===== src/rtl/fec_mon_defines.svh =====
// Register offsets, reset values and timing counts of the FEC error monitor registers
`ifndef FEC_MON_DEFINES_SVH
`define FEC_MON_DEFINES_SVH
`define ADDR_SOFT_RESET      8'h00
`define ADDR_VSB_BYTE0       8'h1b
`define ADDR_VSB_BYTE1       8'h1c
`define ADDR_VSB_BYTE2       8'h1d
`define ADDR_QAM_BYTE0       8'h1e
`define ADDR_QAM_BYTE1       8'h1f
`define ADDR_QAM_BYTE2       8'h20
`define ADDR_THR_LOW         8'h21
`define ADDR_THR_HIGH        8'h22
`define ADDR_SNAP_CTRL       8'h25
`define ADDR_RX_STATUS       8'h26
`define RST_VSB_BYTE0        8'hbc
`define RST_VSB_BYTE1        8'h64
`define RST_VSB_BYTE2        8'h00
`define RST_QAM_BYTE0        8'h00
`define RST_QAM_BYTE1        8'h08
`define RST_QAM_BYTE2        8'h00
`define RST_THR_LOW          8'h05
`define RST_THR_HIGH         4'h0
`define SNAP_BIT             0
`define OVER_THR_BIT         3
`define SNAP_CYCLES          4'h4
`endif


===== src/rtl/fec_mon_pkg.sv =====
// Types shared by the FEC error monitor register bank
package fec_mon_pkg;
   typedef struct packed {
      logic       wr;
      logic       rd;
      logic [7:0] addr;
      logic [7:0] wdata;
   } reg_req_t;
   typedef struct packed {
      logic [23:0] vsb_interval;
      logic [23:0] qam_interval;
      logic [11:0] threshold;
   } mon_cfg_t;
   typedef enum logic [0:0] {SNAP_IDLE, SNAP_BUSY} snap_state_t;
endpackage : fec_mon_pkg


===== src/rtl/fec_error_monitor_regs.sv =====
// FEC error monitor configuration and status snapshot register bank
//
// Overview of operation
// - VSB interval byte 2 at 1Dh, resets zero
// - QAM interval bytes at 1Eh, 1Fh, 20h
// - QAM interval resets to 2048 blocks
// - New settings apply only after soft reset
// - Threshold low byte at 21h, resets five
// - Threshold high nibble at 22h, upper zero
// - Writing update bit when idle captures all status
// - Update bit reads one until capture done
// - Control bits 7:1 read zero, reset zero
// - VSB interval bytes 0,1 at 1Bh, 1Ch
// - Status bit shows errors above threshold
`timescale 1ns/1ps
`default_nettype none
`include "fec_mon_defines.svh"
module fec_error_monitor_regs
(
   // Clock and reset
   input  wire logic                  clk_in,
   input  wire logic                  resetn_in,
   // Register port
   input  wire fec_mon_pkg::reg_req_t req_in,
   output logic [7:0]                 rdata_out,
   // FEC side
   input  wire logic                  qam_mode_in,
   input  wire logic                  rs_block_in,
   input  wire logic                  seg_error_in,
   output fec_mon_pkg::mon_cfg_t      active_cfg_out,
   output logic                       soft_reset_out,
   output logic                       snapshot_out
);
   import fec_mon_pkg::*;

   // ***********************************************
   // Registers
   // ***********************************************
   logic [7:0]  vsb0_reg, vsb0_next, vsb1_reg, vsb1_next, vsb2_reg, vsb2_next;
   logic [7:0]  qam0_reg, qam0_next, qam1_reg, qam1_next, qam2_reg, qam2_next;
   logic [7:0]  thr_lo_reg, thr_lo_next;
   logic [3:0]  thr_hi_reg, thr_hi_next;
   mon_cfg_t    cfg_reg, cfg_next;
   logic        srst_reg, srst_next;
   snap_state_t snap_reg, snap_next;
   logic [3:0]  snap_cnt_reg, snap_cnt_next;
   logic        snap_pulse_reg, snap_pulse_next;
   logic [23:0] blk_cnt_reg, blk_cnt_next;
   logic [11:0] err_cnt_reg, err_cnt_next;
   logic        over_reg, over_next;
   logic        over_snap_reg, over_snap_next;
   logic [7:0]  rdata_reg, rdata_next;

   function automatic logic [11:0] sat_inc(input logic [11:0] v);
      sat_inc = (v == 12'hfff) ? v : v + 12'h001;
   endfunction : sat_inc

   logic [23:0] interval;
   logic        int_end;
   assign interval = qam_mode_in ? cfg_reg.qam_interval : cfg_reg.vsb_interval;
   assign int_end  = rs_block_in && (blk_cnt_reg + 24'h000001 >= interval);

   // ***********************************************
   // Next state
   // ***********************************************
   always_comb
   begin
      vsb0_next = vsb0_reg;
      vsb1_next = vsb1_reg;
      vsb2_next = vsb2_reg;
      qam0_next = qam0_reg;
      qam1_next = qam1_reg;
      qam2_next = qam2_reg;
      thr_lo_next = thr_lo_reg;
      thr_hi_next = thr_hi_reg;
      cfg_next = cfg_reg;
      srst_next = 1'b0;
      snap_next = snap_reg;
      snap_cnt_next = snap_cnt_reg;
      snap_pulse_next = 1'b0;
      blk_cnt_next = blk_cnt_reg;
      err_cnt_next = err_cnt_reg;
      over_next = over_reg;
      over_snap_next = over_snap_reg;
      rdata_next = 8'h00;
      if (req_in.wr)
      begin
         if (req_in.addr == `ADDR_SOFT_RESET)
            srst_next = 1'b1;
         else if (req_in.addr == `ADDR_VSB_BYTE0)
            vsb0_next = req_in.wdata;
         else if (req_in.addr == `ADDR_VSB_BYTE1)
            vsb1_next = req_in.wdata;
         else if (req_in.addr == `ADDR_VSB_BYTE2)
            vsb2_next = req_in.wdata;
         else if (req_in.addr == `ADDR_QAM_BYTE0)
            qam0_next = req_in.wdata;
         else if (req_in.addr == `ADDR_QAM_BYTE1)
            qam1_next = req_in.wdata;
         else if (req_in.addr == `ADDR_QAM_BYTE2)
            qam2_next = req_in.wdata;
         else if (req_in.addr == `ADDR_THR_LOW)
            thr_lo_next = req_in.wdata;
         else if (req_in.addr == `ADDR_THR_HIGH)
            thr_hi_next = req_in.wdata[3:0];
      end
      // Soft reset loads the shadow copies and restarts counting
      if (srst_reg)
      begin
         cfg_next.vsb_interval = {vsb2_reg, vsb1_reg, vsb0_reg};
         cfg_next.qam_interval = {qam2_reg, qam1_reg, qam0_reg};
         cfg_next.threshold = {thr_hi_reg, thr_lo_reg};
         blk_cnt_next = 24'h000000;
         err_cnt_next = 12'h000;
      end
      else
      begin
         if (int_end)
         begin
            // Error on the last block still counts toward this interval
            over_next = ((seg_error_in ? sat_inc(err_cnt_reg) : err_cnt_reg)
                         > cfg_reg.threshold);
            blk_cnt_next = 24'h000000;
            err_cnt_next = 12'h000;
         end
         else
         begin
            if (rs_block_in)
               blk_cnt_next = blk_cnt_reg + 24'h000001;
            if (seg_error_in)
               err_cnt_next = sat_inc(err_cnt_reg);
         end
      end
      case (snap_reg)
         SNAP_IDLE:
         begin
            if (req_in.wr && req_in.addr == `ADDR_SNAP_CTRL && req_in.wdata[`SNAP_BIT])
            begin
               snap_next = SNAP_BUSY;
               snap_cnt_next = `SNAP_CYCLES;
               snap_pulse_next = 1'b1;
               over_snap_next = over_reg;
            end
         end
         SNAP_BUSY:
         begin
            // Held busy a few cycles so downstream status captures settle
            if (snap_cnt_reg == 4'h1)
               snap_next = SNAP_IDLE;
            snap_cnt_next = snap_cnt_reg - 4'h1;
         end
         default:
            snap_next = SNAP_IDLE;
      endcase
      if (req_in.rd)
      begin
         if (req_in.addr == `ADDR_VSB_BYTE0)
            rdata_next = vsb0_reg;
         else if (req_in.addr == `ADDR_VSB_BYTE1)
            rdata_next = vsb1_reg;
         else if (req_in.addr == `ADDR_VSB_BYTE2)
            rdata_next = vsb2_reg;
         else if (req_in.addr == `ADDR_QAM_BYTE0)
            rdata_next = qam0_reg;
         else if (req_in.addr == `ADDR_QAM_BYTE1)
            rdata_next = qam1_reg;
         else if (req_in.addr == `ADDR_QAM_BYTE2)
            rdata_next = qam2_reg;
         else if (req_in.addr == `ADDR_THR_LOW)
            rdata_next = thr_lo_reg;
         else if (req_in.addr == `ADDR_THR_HIGH)
            rdata_next = {4'h0, thr_hi_reg};
         else if (req_in.addr == `ADDR_SNAP_CTRL)
            rdata_next = {7'h00, snap_reg == SNAP_BUSY};
         else if (req_in.addr == `ADDR_RX_STATUS)
            rdata_next = {4'h0, over_snap_reg, 3'h0};
      end
   end

   // ***********************************************
   // State registers
   // ***********************************************
   always_ff @(posedge clk_in or negedge resetn_in)
   begin
      if (!resetn_in)
      begin
         vsb0_reg <= `RST_VSB_BYTE0;
         vsb1_reg <= `RST_VSB_BYTE1;
         vsb2_reg <= `RST_VSB_BYTE2;
         qam0_reg <= `RST_QAM_BYTE0;
         qam1_reg <= `RST_QAM_BYTE1;
         qam2_reg <= `RST_QAM_BYTE2;
         thr_lo_reg <= `RST_THR_LOW;
         thr_hi_reg <= `RST_THR_HIGH;
         cfg_reg.vsb_interval <= {`RST_VSB_BYTE2, `RST_VSB_BYTE1, `RST_VSB_BYTE0};
         cfg_reg.qam_interval <= {`RST_QAM_BYTE2, `RST_QAM_BYTE1, `RST_QAM_BYTE0};
         cfg_reg.threshold <= {`RST_THR_HIGH, `RST_THR_LOW};
         srst_reg <= 1'b0;
         snap_reg <= SNAP_IDLE;
         snap_cnt_reg <= 4'h0;
         snap_pulse_reg <= 1'b0;
         blk_cnt_reg <= 24'h000000;
         err_cnt_reg <= 12'h000;
         over_reg <= 1'b0;
         over_snap_reg <= 1'b0;
         rdata_reg <= 8'h00;
      end
      else
      begin
         vsb0_reg <= vsb0_next;
         vsb1_reg <= vsb1_next;
         vsb2_reg <= vsb2_next;
         qam0_reg <= qam0_next;
         qam1_reg <= qam1_next;
         qam2_reg <= qam2_next;
         thr_lo_reg <= thr_lo_next;
         thr_hi_reg <= thr_hi_next;
         cfg_reg <= cfg_next;
         srst_reg <= srst_next;
         snap_reg <= snap_next;
         snap_cnt_reg <= snap_cnt_next;
         snap_pulse_reg <= snap_pulse_next;
         blk_cnt_reg <= blk_cnt_next;
         err_cnt_reg <= err_cnt_next;
         over_reg <= over_next;
         over_snap_reg <= over_snap_next;
         rdata_reg <= rdata_next;
      end
   end

   assign rdata_out = rdata_reg;
   assign active_cfg_out = cfg_reg;
   assign soft_reset_out = srst_reg;
   assign snapshot_out = snap_pulse_reg;
endmodule : fec_error_monitor_regs
`default_nettype wire


===== config.mk =====
export PLATFORM = sky130hd
export DESIGN_NAME = fec_error_monitor_regs
export DESIGN_NICKNAME = d
export VERILOG_FILES = /design/src/rtl/fec_mon_pkg.sv /design/src/rtl/fec_error_monitor_regs.sv
export VERILOG_INCLUDE_DIRS = /design/src /design/src/rtl
export SDC_FILE = /design/constraint.sdc
export NUM_CORES = 1
export LEC_CHECK = 0
export BUFFER_PORTS_ARGS = -buffer_cell sky130_fd_sc_hd__buf_2
export CAP_MARGIN = 20
export CORE_UTILIZATION = 54
export DETAILED_ROUTE_END_ITERATION = 8
export PLACE_DENSITY = 0.75
export SLEW_MARGIN = 40
export SYNTH_ARGS = -nofsm -noshare
export SYNTH_HDL_FRONTEND = slang
export SYNTH_SLANG_ARGS = --single-unit

===== constraint.sdc =====
create_clock -name clk_in -period 3.4 [get_ports clk_in]
set_input_delay 0.17 -clock clk_in [delete_from_list [all_inputs] [get_ports clk_in]]
set_output_delay 0.17 -clock clk_in [all_outputs]
set_load 0.005 [all_outputs]

==> impl_metrics.env <==
export IMPL_clkTransAtPathRegs_ps=70
export IMPL_startpoint_type="register"
export IMPL_power_frac_comb_pct=15.4
export IMPL_clock_sinks=173
export IMPL_place_port_buffers=92
export IMPL_die_area_um2=17620
export IMPL_setup_ws_ps=114.7
export IMPL_yosys_cell_types_count=68
export IMPL_synth_most_common_cell="dfrtp_1"
export IMPL_dpl_cell_area_um2=9985
export IMPL_regArea_um2=4362
export IMPL_yosysTopAreaCell="dfrtp_1"
export IMPL_ant_nets=0
export IMPL_power_frac_clock_pct=39.4
export IMPL_synth_nets=887
export IMPL_synth_edf_count=0
export IMPL_die_w_um=132.7
export IMPL_crit_arrival_ps=3620
export IMPL_viasPerCell=6.005
export IMPL_tightest_slew_ps=896.2
export IMPL_finClkSkew_ps=10.92
export IMPL_totalWireLength_mm=23.51
export IMPL_grt_ovfl_total=0
export IMPL_layout_nets=994
export IMPL_slew_violations=0
export IMPL_finalCriticalPeriod_ps=3285
export IMPL_drc=0
export IMPL_finalInstanceArea_um2=10750
export IMPL_antenna_found_initial=0
export IMPL_netlist_area_um2=9229
export IMPL_timing_final_crit_share_pct=96.63
export IMPL_hp_class="in2reg"
export IMPL_synth_area_per_cell_um2=11.20
export IMPL_grt_pass1_vias=6932
export IMPL_io_pins=93
export IMPL_vias=6990
export IMPL_power_density_nw_per_um2=462.9
export IMPL_maxSlewHeadroom_pct=39.79
export IMPL_reg2regPathDepth=14
export IMPL_insertion_delay_ps=440
export IMPL_place_hpwl_mm=16.86
export IMPL_multiInputGateArea_um2=4672
export IMPL_synth_seq_cells=173
export IMPL_cts_max_level=4
export IMPL_p_int_mw=3.598
export IMPL_fmax_ghz=0.3044
export IMPL_cts_root_buf="clkbuf_16"
export IMPL_whs_path_depth=3
export IMPL_grt_pass1_wl_mm=37.93
export IMPL_p_sw_share_pct=27.67
export IMPL_grt_max_degree=93
export IMPL_fp_dieH_um=132.7
export IMPL_setup_viol=0
export IMPL_gp_congestion=0.8946
export IMPL_ys_top_cells_by_count="dfrtp_1, mux2_2, nand2_1, a21oi_1, ha_1"
export IMPL_drtIter0Drc=446
export IMPL_ys_warn_count=0
export IMPL_critical_path_required_ps=3740
export IMPL_wire_per_inst_um=20.20
export IMPL_synth_area_leaders="dfrtp_1, mux2_2, dfstp_2, ha_1, mux2i_1"
export IMPL_ir_drop_mv=0.3452
export IMPL_leakagePower_nw=5.255
export IMPL_p_switching_mw=1.377
export IMPL_cts_inserted_buffers=17
export IMPL_drive_above_1_share_pct=35.06
export IMPL_grtUsageTotal_pct=28.25
export IMPL_dp_cells=1127
export IMPL_start_util_pct=55.45
export IMPL_pwr_share_seq_pct=45.2
export IMPL_n_fill_cell=1262
export IMPL_end_kind="register"
export IMPL_cp_max_fo=6
export IMPL_clockBufferDepth=2
export IMPL_drt_pass1_iter_count=5
export IMPL_instances_no_fill=1164
export IMPL_synth_top_area_share_pct=40.94
export IMPL_largest_reg_flops=60
export IMPL_core_area_um2=16640
export IMPL_areaGrowthSynthToFinish_pct=16.43
export IMPL_synth_seq_area_share_pct=47.21
export IMPL_pre_cts_ws_ps=53.92
export IMPL_async_reset_ff_share_pct=100.0
export IMPL_critPathKind="reg2reg"
export IMPL_core_rowCount=47
export IMPL_postSynthCellCount=824
export IMPL_drv_cap=0
export IMPL_power_mw=4.974
export IMPL_insertedDiodeCount=0
export IMPL_cts_tree="built"
export IMPL_hold_violations=0
export IMPL_synthFlopType="dfrtp_1"
export IMPL_status="completed"
## per-stage QoR
step | util (%) | hold WS, ps | TNS [ps]
after floorplan | - | -125.6 | 0
after global placement | 59.97 | 314.2 | 0
after detailed placement | 60.00 | 238.2 | 0
after CTS | 63.59 | 62.45 | 0
after global routing | 64.57 | 81.69 | -42.49
final | 64.57 | 76.62 | 0
## final timing paths
path | endpoint | slack [ps] | from
setup / recovery | blk_cnt_reg[17]$_DFFE_PN0P_ | 110 | blk_cnt_reg[8]$_DFFE_PN0P_
hold / removal | rdata_out[4]$_DFF_PN0_ | 80 | req_in[16]
setup reg to reg | blk_cnt_reg[17]$_DFFE_PN0P_ | 110 | blk_cnt_reg[8]$_DFFE_PN0P_
hold reg to reg | snap_cnt_reg[3]$_DFFE_PN0P_ | 480 | snap_cnt_reg[3]$_DFFE_PN0P_
max in group asynchronous | active_cfg_out[38]$_DFFE_PN1P_ | 2180 | resetn_in
min in group asynchronous | err_cnt_reg[8]$_DFF_PN0_ | 330 | resetn_in
## critical path, cell delays in order (launching register included)
cell and delay (ps):
dfrtp_1 400, nand4_4 120, or2_4 290, or2_4 240, o21a_1 200, or2_2 320
ha_4 250, a211o_1 320, a21oi_2 140, o211ai_1 90, a21oi_1 140, buf_4 180
nor2_1 80, buf_4 170, nor4_4 260
## routing by layer
layer  vias up  track usage, %  part of all wire [%]  wire, um
met4         0           11.94                   2.9       675
met2       227           44.56                    48     11200
met3        42           5.172                   5.3      1244
li1       3234               -                     -         -
met1      3487           38.46                    44     10400
met5         -               0                     0         0
## cell families (layout without fill, tap and decap cells)
| kind of cell | Yosys count | after routing | synth area share (%) |
|---|---|---|---|
| AOI/OAI and AO/OA | 150 | 150 | 10.33 |
| xor gates and xnor gates | 28 | 28 | 2.657 |
| adders and majority gates | 40 | 40 | 5.423 |
| buffers and inverters | 63 | 183 | 3.593 |
| DFF | 173 | 173 | 47.21 |
| muxes | 145 | 145 | 17.69 |
| and+or+nand+nor | 225 | 225 | 13.10 |
## power groups by stage
| stage | clock network (mW) | logic (mW) | registers, mW |
|---|---|---|---|
| final | 1.96 | 0.764 | 2.25 |
| after global routing | 2.06 | 0.857 | 2.26 |
| after CTS | 1.98 | 0.713 | 2.25 |
| after detailed placement | 0 | 0.712 | 2.28 |
| after global placement | 0 | 0.691 | 2.28 |
| after floorplan | 0 | 0.433 | 2.25 |
## what timing repair did
item / CTS / global route
gates resized for setup: 0 / 23
hold buffers: 1 / 0
endpoints found under the hold margin: 79 / 0
endpoints found under the setup margin: 0 / 35
buffers inserted: 0 / 4
## cell type report
type	count	area share, %
clock buffers	19	4.029
clock inverters	13	1.444
inverters	28	0.9781
multi-input cells	588	43.48
flip-flops and latches	173	40.59
well taps	220	2.562
repair buffers	123	6.917
## placed cells by master, fill, tap and decap left out, drive strengths merged, types with 16 or more instances in the layout
cell type	synthesis	layout
a21oi	43	43
and3	19	19
buf	8	122
clkbuf	25	19
dfrtp	151	151
dfstp	22	22
ha	40	40
inv	28	35
mux2	115	115
mux2i	27	27
nand2	64	64
nand2b	17	17
nand3	22	22
nor2	35	35
o21ai	35	35
xnor2	16	16
(Power assumes the default switching activity.)
